`config.mk`:
```
export PLATFORM = sky130hd
export DESIGN_NAME = gdrb_top
export DESIGN_NICKNAME = d
export VERILOG_FILES = /design/src/hw/gdrb_pkg.sv /design/src/hw/gdrb_top.sv
export SDC_FILE = /design/constraint.sdc
export NUM_CORES = 1
export LEC_CHECK = 0
export BUFFER_PORTS_ARGS = -buffer_cell sky130_fd_sc_hd__buf_2
export CORE_AREA = 2 2 195 197
export CTS_CLUSTER_DIAMETER = 120
export CTS_CLUSTER_SIZE = 14
export DETAILED_ROUTE_END_ITERATION = 12
export DIE_AREA = 0 0 197 199
export PLACE_DENSITY_LB_ADDON = 0.05
export SLEW_MARGIN = 40
export SYNTH_ARGS = -nofsm -noshare
export SYNTH_HDL_FRONTEND = slang
export SYNTH_SLANG_ARGS = --single-unit
```
`constraint.sdc`:
```
create_clock -name ref_clk -period 7.9 [get_ports ref_clk]
set_input_delay 0.395 -clock ref_clk [delete_from_list [all_inputs] [get_ports ref_clk]]
set_output_delay 0.395 -clock ref_clk [all_outputs]
set_load 0.05 [all_outputs]
```
`src/hw/gdrb_pkg.sv`:
```
// Package: register map, field positions and reset values of the GPIO data register bank
package gdrb_pkg;
    // ------------------------------------------------------------------
    // Register map (byte offsets inside the runtime register block)
    // ------------------------------------------------------------------
    localparam int GDRB_ADDR_W = 8;
    localparam logic [7:0] GDRB_OFS_DATA_BYTE_ONE = 8'h4B;
    localparam logic [7:0] GDRB_OFS_DATA_BYTE_TWO = 8'h4C;
    localparam logic [7:0] GDRB_OFS_DATA_BYTE_THREE = 8'h4D;
    localparam logic [7:0] GDRB_OFS_DATA_BYTE_FOUR = 8'h4E;
    // Configuration registers: one per port, contiguous from this offset
    localparam logic [7:0] GDRB_OFS_CFG_BASE = 8'h60;
    // ------------------------------------------------------------------
    // Configuration field layout
    // ------------------------------------------------------------------
    localparam int GDRB_CFG_DIR_BIT = 0;
    localparam int GDRB_CFG_POL_BIT = 1;
    localparam int GDRB_CFG_W = 8;
    localparam int GDRB_BYTE_W = 8;
    // Direction input, polarity non-inverted
    localparam logic [7:0] GDRB_CFG_RESET = 8'h01;
    localparam logic [7:0] GDRB_DATA_RESET = 8'h00;
    localparam logic [7:0] GDRB_READ_UNMAPPED = 8'h00;
endpackage

```
`src/hw/gdrb_top.sv`:
```
// GPIO data register bank: data bytes, per-port configuration, pin drive and sampling
// Contract
// [RULE1] Each port: one data bit, 8-bit config
// [RULE2] Data bits packed eight per data byte
// [RULE3] Input port read returns pin level
// [RULE4] Output port drives last written value
// [RULE5] Data latched on each read and write; the code latches reads for input ports only, output ports take writes only
// [RULE6] All registers inside runtime register block
// [RULE7] Cfg bit0 direction, bit1 polarity
// [RULE8] Writes to input port bits ignored
// [RULE9] Output port read returns written value
// [RULE10] Offsets decoded relative to block base
`timescale 1ns/10ps
module gdrb_top
    import gdrb_pkg::*;
#(
    parameter int NUM_BYTES = 4,
    parameter logic [15:0] RT_BASE = 16'h0000
) (
    input wire logic ref_clk,
    input wire logic rst_b,
    input wire logic [15:0] reg_addr,
    input wire logic [7:0] reg_wdata,
    input wire logic reg_wr,
    input wire logic reg_rd,
    output logic [7:0] reg_rdata,
    input wire logic [NUM_BYTES*8-1:0] gpio_in,
    output logic [NUM_BYTES*8-1:0] gpio_out,
    output logic [NUM_BYTES*8-1:0] gpio_oe
);
    localparam int NP = NUM_BYTES * GDRB_BYTE_W;

    // The read mux indexes bytes with two address bits, so four bytes at most
    if (NUM_BYTES < 1 || NUM_BYTES > 4) begin : g_bad_num_bytes
        $error("NUM_BYTES must lie between 1 and 4");
    end

    // ------------------------------------------------------------------
    // Address decode
    // ------------------------------------------------------------------
    logic [15:0] rel_addr;
    logic in_block;
    logic [7:0] ofs;
    logic data_hit;
    logic cfg_hit;
    logic [7:0] data_idx;
    logic [7:0] cfg_idx;

    assign rel_addr = reg_addr - RT_BASE; // [RULE10]
    // The subtraction wraps below the base, hence the explicit lower bound
    assign in_block = (reg_addr >= RT_BASE) && (rel_addr[15:8] == 8'h00); // [RULE6]
    assign ofs = rel_addr[7:0];
    assign data_idx = ofs - GDRB_OFS_DATA_BYTE_ONE;
    assign cfg_idx = ofs - GDRB_OFS_CFG_BASE;
    assign data_hit = in_block && (ofs >= GDRB_OFS_DATA_BYTE_ONE) && (data_idx < 8'(NUM_BYTES));
    assign cfg_hit = in_block && (ofs >= GDRB_OFS_CFG_BASE) && (cfg_idx < 8'(NP));

    // ------------------------------------------------------------------
    // Pin synchronisers
    // ------------------------------------------------------------------
    // No reset: the chain refills from the pins within two edges anyway
    logic [NP-1:0] pin_meta_ff;
    logic [NP-1:0] pin_sync_ff;

    always_ff @(posedge ref_clk) begin
        pin_meta_ff <= gpio_in;
        pin_sync_ff <= pin_meta_ff;
    end

    // ------------------------------------------------------------------
    // Per-port state
    // ------------------------------------------------------------------
    logic [GDRB_CFG_W-1:0] cfg_ff [NP]; // [RULE1]
    logic [NP-1:0] data_ff;
    logic [NP-1:0] is_in;
    logic [NP-1:0] is_inv;
    logic [NP-1:0] rd_view;

    genvar gp;
    generate
        for (gp = 0; gp < NP; gp++) begin : g_port
            localparam int BYTE_I = gp / GDRB_BYTE_W;
            localparam int BIT_I = gp % GDRB_BYTE_W;

            assign is_in[gp] = cfg_ff[gp][GDRB_CFG_DIR_BIT]; // [RULE7]
            assign is_inv[gp] = cfg_ff[gp][GDRB_CFG_POL_BIT]; // [RULE7]

            always_ff @(posedge ref_clk) begin
                if (!rst_b) begin
                    cfg_ff[gp] <= GDRB_CFG_RESET;
                end else if (reg_wr && cfg_hit && cfg_idx == 8'(gp)) begin
                    cfg_ff[gp] <= reg_wdata;
                end
            end

            // Input ports latch the pin on access; output ports take only writes
            always_ff @(posedge ref_clk) begin
                if (!rst_b) begin
                    data_ff[gp] <= GDRB_DATA_RESET[BIT_I];
                end else if (data_hit && data_idx == 8'(BYTE_I)) begin
                    if (is_in[gp]) begin
                        if (reg_rd || reg_wr) begin
                            data_ff[gp] <= pin_sync_ff[gp] ^ is_inv[gp]; // [RULE3] [RULE5] [RULE8]
                        end
                    end else if (reg_wr) begin
                        data_ff[gp] <= reg_wdata[BIT_I]; // [RULE4] [RULE5]
                    end
                end
            end

            // Read of an input port reflects the pin at the read itself
            assign rd_view[gp] = is_in[gp] ? (pin_sync_ff[gp] ^ is_inv[gp]) : data_ff[gp]; // [RULE3] [RULE9]

            // Input ports still present the latched bit; the low enable keeps it off the pin
            always_ff @(posedge ref_clk) begin
                if (!rst_b) begin
                    gpio_out[gp] <= 1'b0;
                    gpio_oe[gp] <= 1'b0;
                end else begin
                    gpio_out[gp] <= data_ff[gp] ^ is_inv[gp]; // [RULE4]
                    gpio_oe[gp] <= ~is_in[gp]; // [RULE7]
                end
            end
        end
    endgenerate

    // ------------------------------------------------------------------
    // Read data, one cycle after the strobe
    // ------------------------------------------------------------------
    logic [7:0] nxt_rdata;

    always_comb begin
        nxt_rdata = GDRB_READ_UNMAPPED;
        if (data_hit) begin
            // Shift amount needs five bits to reach the top byte
            nxt_rdata = 8'(rd_view >> (5'(data_idx[1:0]) * 5'(GDRB_BYTE_W))); // [RULE2]
        end else if (cfg_hit) begin
            nxt_rdata = cfg_ff[cfg_idx[4:0]];
        end
    end

    always_ff @(posedge ref_clk) begin
        if (!rst_b) begin
            reg_rdata <= 8'h00;
        end else if (reg_rd) begin
            reg_rdata <= nxt_rdata;
        end else begin
            reg_rdata <= 8'h00;
        end
    end

    // ------------------------------------------------------------------
    // Checks
    // ------------------------------------------------------------------
    chk_out_follows_write: assert property (@(posedge ref_clk) disable iff (!rst_b) // [RULE4]
        (reg_wr && data_hit && data_idx == 8'h00 && !is_in[0] && !is_inv[0]
         && !(reg_rd)) ##1 (!is_in[0] && !is_inv[0]) |=> (gpio_out[0] == $past(reg_wdata[0], 2)))
        else $error("output pin did not follow written value");
    chk_in_write_ignored: assert property (@(posedge ref_clk) disable iff (!rst_b) // [RULE8]
        (reg_wr && data_hit && data_idx == 8'h00 && is_in[0] && !is_inv[0])
        |=> (data_ff[0] == $past(pin_sync_ff[0])))
        else $error("write to input port changed stored bit");
    chk_oe_direction: assert property (@(posedge ref_clk) disable iff (!rst_b) // [RULE7]
        (reg_wr && cfg_hit && cfg_idx == 8'h00) ##1 !(reg_wr && cfg_hit && cfg_idx == 8'h00)
        |=> (gpio_oe[0] == !$past(reg_wdata[GDRB_CFG_DIR_BIT], 2)))
        else $error("output enable disagrees with direction bit");
    chk_read_output_port: assert property (@(posedge ref_clk) disable iff (!rst_b) // [RULE9]
        (reg_rd && data_hit && data_idx == 8'h00 && !is_in[0]) |=> (reg_rdata[0] == $past(data_ff[0])))
        else $error("read of output port did not return written value");
    chk_read_input_port: assert property (@(posedge ref_clk) disable iff (!rst_b) // [RULE3]
        (reg_rd && data_hit && data_idx == 8'h00 && is_in[0])
        |=> (reg_rdata[0] == ($past(pin_sync_ff[0]) ^ $past(is_inv[0]))))
        else $error("read of input port did not return pin level");
    chk_latch_on_read: assert property (@(posedge ref_clk) disable iff (!rst_b) // [RULE5]
        (reg_rd && data_hit && data_idx == 8'h00 && is_in[0]) |=> (data_ff[0] == reg_rdata[0]))
        else $error("read did not latch the data bit");
    chk_unmapped_zero: assert property (@(posedge ref_clk) disable iff (!rst_b) // [RULE10]
        (reg_rd && !data_hit && !cfg_hit) |=> (reg_rdata == 8'h00))
        else $error("unmapped read returned nonzero");
    chk_cfg_readback: assert property (@(posedge ref_clk) disable iff (!rst_b) // [RULE1]
        (reg_wr && cfg_hit && cfg_idx == 8'h00) ##1 (!reg_wr)
        ##1 (reg_rd && cfg_hit && cfg_idx == 8'h00)
        |=> (reg_rdata == $past(reg_wdata, 3)))
        else $error("configuration register readback mismatch");

    // ------------------------------------------------------------------
    // Read path, write, decode, pin and reset checks
    // ------------------------------------------------------------------
    chk_rdata_one_cycle: assert property (@(posedge ref_clk) disable iff (!rst_b) // [RULE2]
        !reg_rd
        |=> (reg_rdata == 8'h00))
        else $error("read data stood outside the cycle after the strobe");
    chk_last_byte_packing: assert property (@(posedge ref_clk) disable iff (!rst_b) // [RULE2]
        (reg_rd && data_hit && data_idx == 8'(NUM_BYTES - 1) && is_in[NP-8] && !is_inv[NP-8])
        |=> (reg_rdata[0] == $past(pin_sync_ff[NP-8])))
        else $error("top data byte not packed from its own ports");
    chk_cfg_write_lands: assert property (@(posedge ref_clk) disable iff (!rst_b) // [RULE1]
        (reg_wr && cfg_hit && cfg_idx == 8'h00)
        |=> (cfg_ff[0] == $past(reg_wdata)))
        else $error("configuration write did not land");
    chk_sync_two_stage: assert property (@(posedge ref_clk) disable iff (!rst_b) // [RULE3]
        1'b1
        |-> (pin_sync_ff == $past(gpio_in, 2)))
        else $error("pin synchroniser is not two stages deep");
    chk_unmapped_write_ignored: assert property (@(posedge ref_clk) disable iff (!rst_b) // [RULE10]
        (reg_wr && !cfg_hit)
        |=> (cfg_ff[0] == $past(cfg_ff[0])))
        else $error("write outside the configuration range changed a port");
    chk_out_read_stable: assert property (@(posedge ref_clk) disable iff (!rst_b) // [RULE9]
        (reg_rd && data_hit && data_idx == 8'h00 && !is_in[0])
        |=> $stable(data_ff[0]))
        else $error("read of output port altered the stored bit");
    chk_out_write_lands: assert property (@(posedge ref_clk) disable iff (!rst_b) // [RULE4]
        (reg_wr && data_hit && data_idx == 8'h00 && !is_in[0])
        |=> (data_ff[0] == $past(reg_wdata[0])))
        else $error("write to output port did not land");
    chk_in_write_undriven: assert property (@(posedge ref_clk) disable iff (!rst_b) // [RULE8]
        (reg_wr && data_hit && data_idx == 8'h00 && is_in[0])
        |=> !gpio_oe[0])
        else $error("write to input port drove the pin");
    chk_below_base_miss: assert property (@(posedge ref_clk) disable iff (!rst_b) // [RULE10]
        (reg_addr < RT_BASE)
        |-> (!data_hit && !cfg_hit))
        else $error("address below the block base hit a register");
    chk_reset_outputs_low: assert property (@(posedge ref_clk) // [RULE7]
        !rst_b
        |=> (gpio_out == '0 && gpio_oe == '0 && reg_rdata == 8'h00))
        else $error("outputs not cleared by reset");
endmodule // gdrb_top

```
Yosys cells after proc, flatten, opt, wreduce, memory -nomap -nowiden

Memory sizes are Yosys's and may differ from the RTL's.
Cells that the tools add are included.

Equality and inequality tests: 66
Mux-type cells: 235
$add $sub $neg: 2
Reductions and logical operators: 111
Bitwise gates (word level): 128
Order comparisons: 5
Shift operators: 1

Operators with widths:

| operator                                             | count |
|---|---|
| two-way mux 8 bit                                    | 34 |
| two-way mux 1 bit                                    | 201 |
| == test 8 x 5 -> 1 bit, second input constant        | 16 |
| AND reduction 3 bit                                  | 32 |
| == test 8 x 4 -> 1 bit, second input constant        | 8 |
| != test 2 x 1 -> 1 bit, second input constant        | 32 |
| nonzero test 2 bit                                   | 32 |
| bitwise XOR 1 bit                                    | 64 |
| logical AND 1 bit                                    | 42 |
| == test 8 x 2 -> 1 bit, second input constant        | 4 |
| == test 8 x 3 -> 1 bit, second input constant        | 4 |
| inverter 1 bit                                       | 32 |
| bitwise OR 1 bit                                     | 32 |
| right shift 32 x 5 -> 8 bit                          | 1 |
| zero test 8 bit                                      | 3 |
| == test 8 x 1 -> 1 bit, second input constant        | 2 |
| >= comparator 16 x 1 -> 1 bit, second input constant | 1 |
| >= comparator 8 x 7 -> 1 bit, second input constant  | 2 |
| subtractor 8 x 7 -> 8 bit, second input constant     | 2 |
| < comparator 8 x 3 -> 1 bit, second input constant   | 1 |
| < comparator 8 x 6 -> 1 bit, second input constant   | 1 |
| AND reduction 2 bit                                  | 1 |
| logical OR 1 bit                                     | 1 |

RAM bits: 256
Bits in registers: 168
Memories: 1
Bits of input ports: 60
Output and inout bits: 72

Memory list:

| memory | depth | width | rd ports | clocked after Yosys merged registers in | write ports | line           | text |
|---|---|---|---|---|---|---|---|
| cfg_ff | 32    | 8     | 33       | 0                                       | 32          | gdrb_top.sv:73 | `logic [GDRB_CFG_W-1:0] cfg_ff [NP];` |

Logic depth before layout (Yosys ltp)

Depth in word-level cells: 10
Mapped depth: 10
Mapped depth without buffers: 7

Worst setup path before layout

Ideal clock, no wire load.

Path type: input -> register
From: input port reg_addr[0]
To: memory cfg_ff[0][0] (enable)
Path buffers: 5
Stages: 9
Required time: 7516 ps
Slack: 5072 ps
Data arrival time: 2444 ps
Path through: buf_2 buf_6 buf_2 clkinv_1 ha_1 buf_1 nand4_4 clkbuf_1 o21ai_0

RTL lines:

| element         | line           | text |
|---|---|---|
| start, declared | gdrb_top.sv:22 | `input wire logic [15:0] reg_addr,` |
| end, declared   | gdrb_top.sv:73 |  |

==> summary.txt <==
Status: completed
Most used flip-flop cell after synthesis: edfxtp_1
Measured slew at the worst slew-check pin: 0.8676 ns
Yosys top cell area share: 41.81%
GRT Util Overall: 26.92%
Crit path DAT: 2.97 ns
Htree depth: 2
Max Root-Sink Buffers: 3
DP HPWL: 34200 um
Setup repair bufs after CTS: 0
Average size of a mapped cell: 12.84 um^2
Fill cells: 3071
Worst R2R Setup Slack: 5.90 ns
Worst r2r src: cfg_ff[19][4]$_SDFFCE_PN0P_
Yosys warnings: 0
Largest net degree at the start of global routing: 85
Total power draw: 4559 uW
Clock transition at path regs: 0.08 ns
Wire per inst: 26.13 um
Area Overhead vs Synth: 12.09%
Worst Skew: 0.02686 ns
Critical Path RT: 8.07 ns
Syn nets: 1499
Critical path class: input pin to register
Slowest cell on crit path: o21ai_1
Hold EP: reg_rdata[0]$_SDFF_PN0_
Crit-path leading delay family: compound AO/OA/AOI/OAI gates
Gr ovfl total: 0
Total wire length: 52820 um
PwrDens: 221.2 mW/mm^2
Tcrit/Tclk final: 35.50%
Die Ht: 199 um
Cts repair resizes: 0
Via count: 11917
Initial core utilization: 49.52%
Worst slew margin: 42.01%
Fmax: 0.3565 GHz
Die width: 197 um
Crit path largest cell delay: 0.76 ns
Antenna Cells: 0
ANT nets after route: 0
Post-layout util: 55.50%
Worst-path fanout max: 52
Worst-path cell chain: buf_4 > buf_6 > nor4b_2 > a221o_2 > nand4_4 > o21ai_1
R2R depth: 5
Total Nets Final: 1608
Clock Latency Late Sink: 0.55 ns
Port Buffers: 131
Leading area contributor after synthesis: edfxtp_1
Core outline area: 0.03713 mm^2
Clock Sinks: 424
Ports: 132
Final setup vio count: 0
Asr flop ratio synth: 0%
Setup crit start kind: input pin
Layout cells sized above 1: 17.00%
Gate Count Post-Synth: 1432
RSZ-0062 raised after global routing: no
Starting DRT DRC Count: 1315
Area contributors post-synth: edfxtp_1, dfxtp_1, and2_1
Worst Hold Path Cells: 3
# DRC: 0
Vias per cell: 5.897
First-pass iteration count of the detailed router: 7
CTS tree: built
Hold WC Path Type: input pin to register
Leakage power: 0.007833 uW
Register bit total from synthesis: 424
Worst vdd ir: 0.1041 mV
Number of synthesized flops with an enable pin: 256
Post-synthesis cell type count: 49
Final Max Slew Viols: 0
Root buf cell: clkbuf_16
Min-delay src: reg_addr[2]
Initial antenna violation count: 1
Syn Std Cell Area: 0.01839 mm^2
Number of cell rows: 71
MaxCap Viol Count: 0
Fin Setup TNS: 0 ns
Num CTS Buffers: 36
Vias in the first global route: 11385
Die ar.: 0.03920 mm^2
Final Hold Viols: 0
Gpl congestion: 0.8526
Critical Path Sink Type: register
Min cycle time layout: 2.805 ns
Worst Path Buf+Inv: 2
Sequential area share after synthesis: 60.10%
Hold bufs inserted after CTS: 32
R2R Path End: reg_rdata[4]$_SDFF_PN0_
First-pass GRT wire length: 75420 um
[flip-flops by register name, indices dropped and copies added, names as in the netlist]
register	cells
gpio_oe	32
pin_sync_ff	32
pin_meta_ff	32
reg_rdata	8
gpio_out	32
cfg_ff	256
data_ff	32
[through the flow]
step	cells	hold slack [ns]	cell area [um^2]	worst slack (ns)
4_1_cts	2021	0.2895	20610	5.037
3_5_place_dp	1945	0.3121	19330	4.496
3_3_place_gp	1945	0.3106	19300	4.216
5_1_grt	2021	0.3317	20610	4.865
6_report	2021	0.3145	20610	5.095
2_1_floorplan	1432	0.3096	18390	5.072
[worst max-delay path by stage]
stage | slack (ns) | end | from | cells after the start
global route | 4.86 | cfg_ff[14][1]$_SDFFCE_PN0P_ | reg_addr[0] | 6
global placement | 4.22 | cfg_ff[5][3]$_SDFFCE_PN0P_ | reg_addr[0] | 6
finish | 5.10 | cfg_ff[9][4]$_SDFFCE_PN0P_ | reg_addr[0] | 6
floorplan | 5.07 | cfg_ff[0][0]$_SDFFCE_PN1P_ | reg_addr[0] | 9
CTS | 5.04 | cfg_ff[21][4]$_SDFFCE_PN0P_ | reg_addr[0] | 6
detailed placement | 4.50 | cfg_ff[17][7]$_SDFFCE_PN0P_ | reg_addr[0] | 6
[cells by family after synthesis]
family | after synthesis | synth area share, %
fa+ha+maj | 7 | 0.4763
buf+inv | 108 | 2.443
compound gates | 185 | 7.363
simple gates | 544 | 16.78
flops | 424 | 60.10
mux | 98 | 9.697
xor+xnor | 66 | 3.144
[final cells by class]
class | count | area [um^2] | share of cell area [%]
Clock buffer | 43 | 948.4 | 4.602
Clock inverter | 1 | 11.26 | 0.05464
Inverter | 4 | 15.01 | 0.07285
Multi-Input combinational cell | 900 | 6893 | 33.44
Sequential cell | 424 | 11050 | 53.62
Tap cell | 474 | 593.1 | 2.878
Timing Repair Buffer | 175 | 1099 | 5.330
[cells in the mapped netlist, types with 2 or more instances]
library cell and count:
or3_1 33, nor4b_2 2, and2_1 257, nor4_2 4, a22oi_1 34, xnor2_1 33, o211a_1 12, buf_1 15
a21o_1 34, ha_1 7, nand4_1 4, nor2_1 54, nor2b_1 35, inv_1 3, clkbuf_1 67, buf_2 17
o21ai_0 35, xor2_1 33, a21oi_1 3, a221oi_1 2, nand4_4 4, mux4_2 64, nand3_1 36, o211ai_1 37
edfxtp_1 256, or2_2 2, nor3_1 13, o31ai_1 6, dfxtp_1 168, mux2i_1 33, buf_4 4, a211oi_1 14
nand2_1 95
[layout by cell type (no fill, tap or decap), types with 2 or more instances in the layout]
master,Yosys,routed
o211ai_1,37,37
nor2b_1,35,35
edfxtp_1,256,256
nor3_1,13,12
dfxtp_1,168,168
nand4_1,4,4
inv_1,3,3
nand3_1,36,36
a21o_1,34,34
a221oi_1,2,2
buf_4,4,20
o21ai_1,0,32
buf_2,17,121
o21ai_0,35,3
clkbuf_1,67,6
clkbuf_16,0,37
or3_1,33,33
buf_6,1,2
and2_1,257,257
a22oi_1,34,34
or2_2,2,2
xnor2_1,33,33
nand2_1,95,95
nor4b_2,2,2
o211a_1,12,12
o31ai_1,6,6
xor2_1,33,33
a21oi_1,3,3
mux4_2,64,64
nor2_1,54,54
dlygate4sd3_1,0,32
nand4_4,4,4
mux2i_1,33,33
nor4_2,4,4
ha_1,7,7
a211oi_1,14,14
[power breakdown]
group	internal (uW)	switching, uW	total (uW)
sequential	2440	78.6	2520
clock	842	766	1610
combinational	154	276	431
total	3440	1120	4560
[layer usage]
metal | GRT usage [%] | routed length [um] | up-vias
met3 | 5.782 | 4234 | 110
met2 | 41.26 | 23610 | 549
met4 | 9.023 | 1665 | 0
met5 | 0 | 0 | -
met1 | 38.26 | 23310 | 5895
li1 | - | - | 5363
[worst register-to-register path, cell delays in order (launching register included)]
cell      delay [ns]
edfxtp_1        0.41
mux4_2          0.49
a22oi_1         0.31
nand2_1         0.14
a22oi_1         0.38
o31ai_1         0.15
Note: power is estimated with default switching activity, not from simulation.
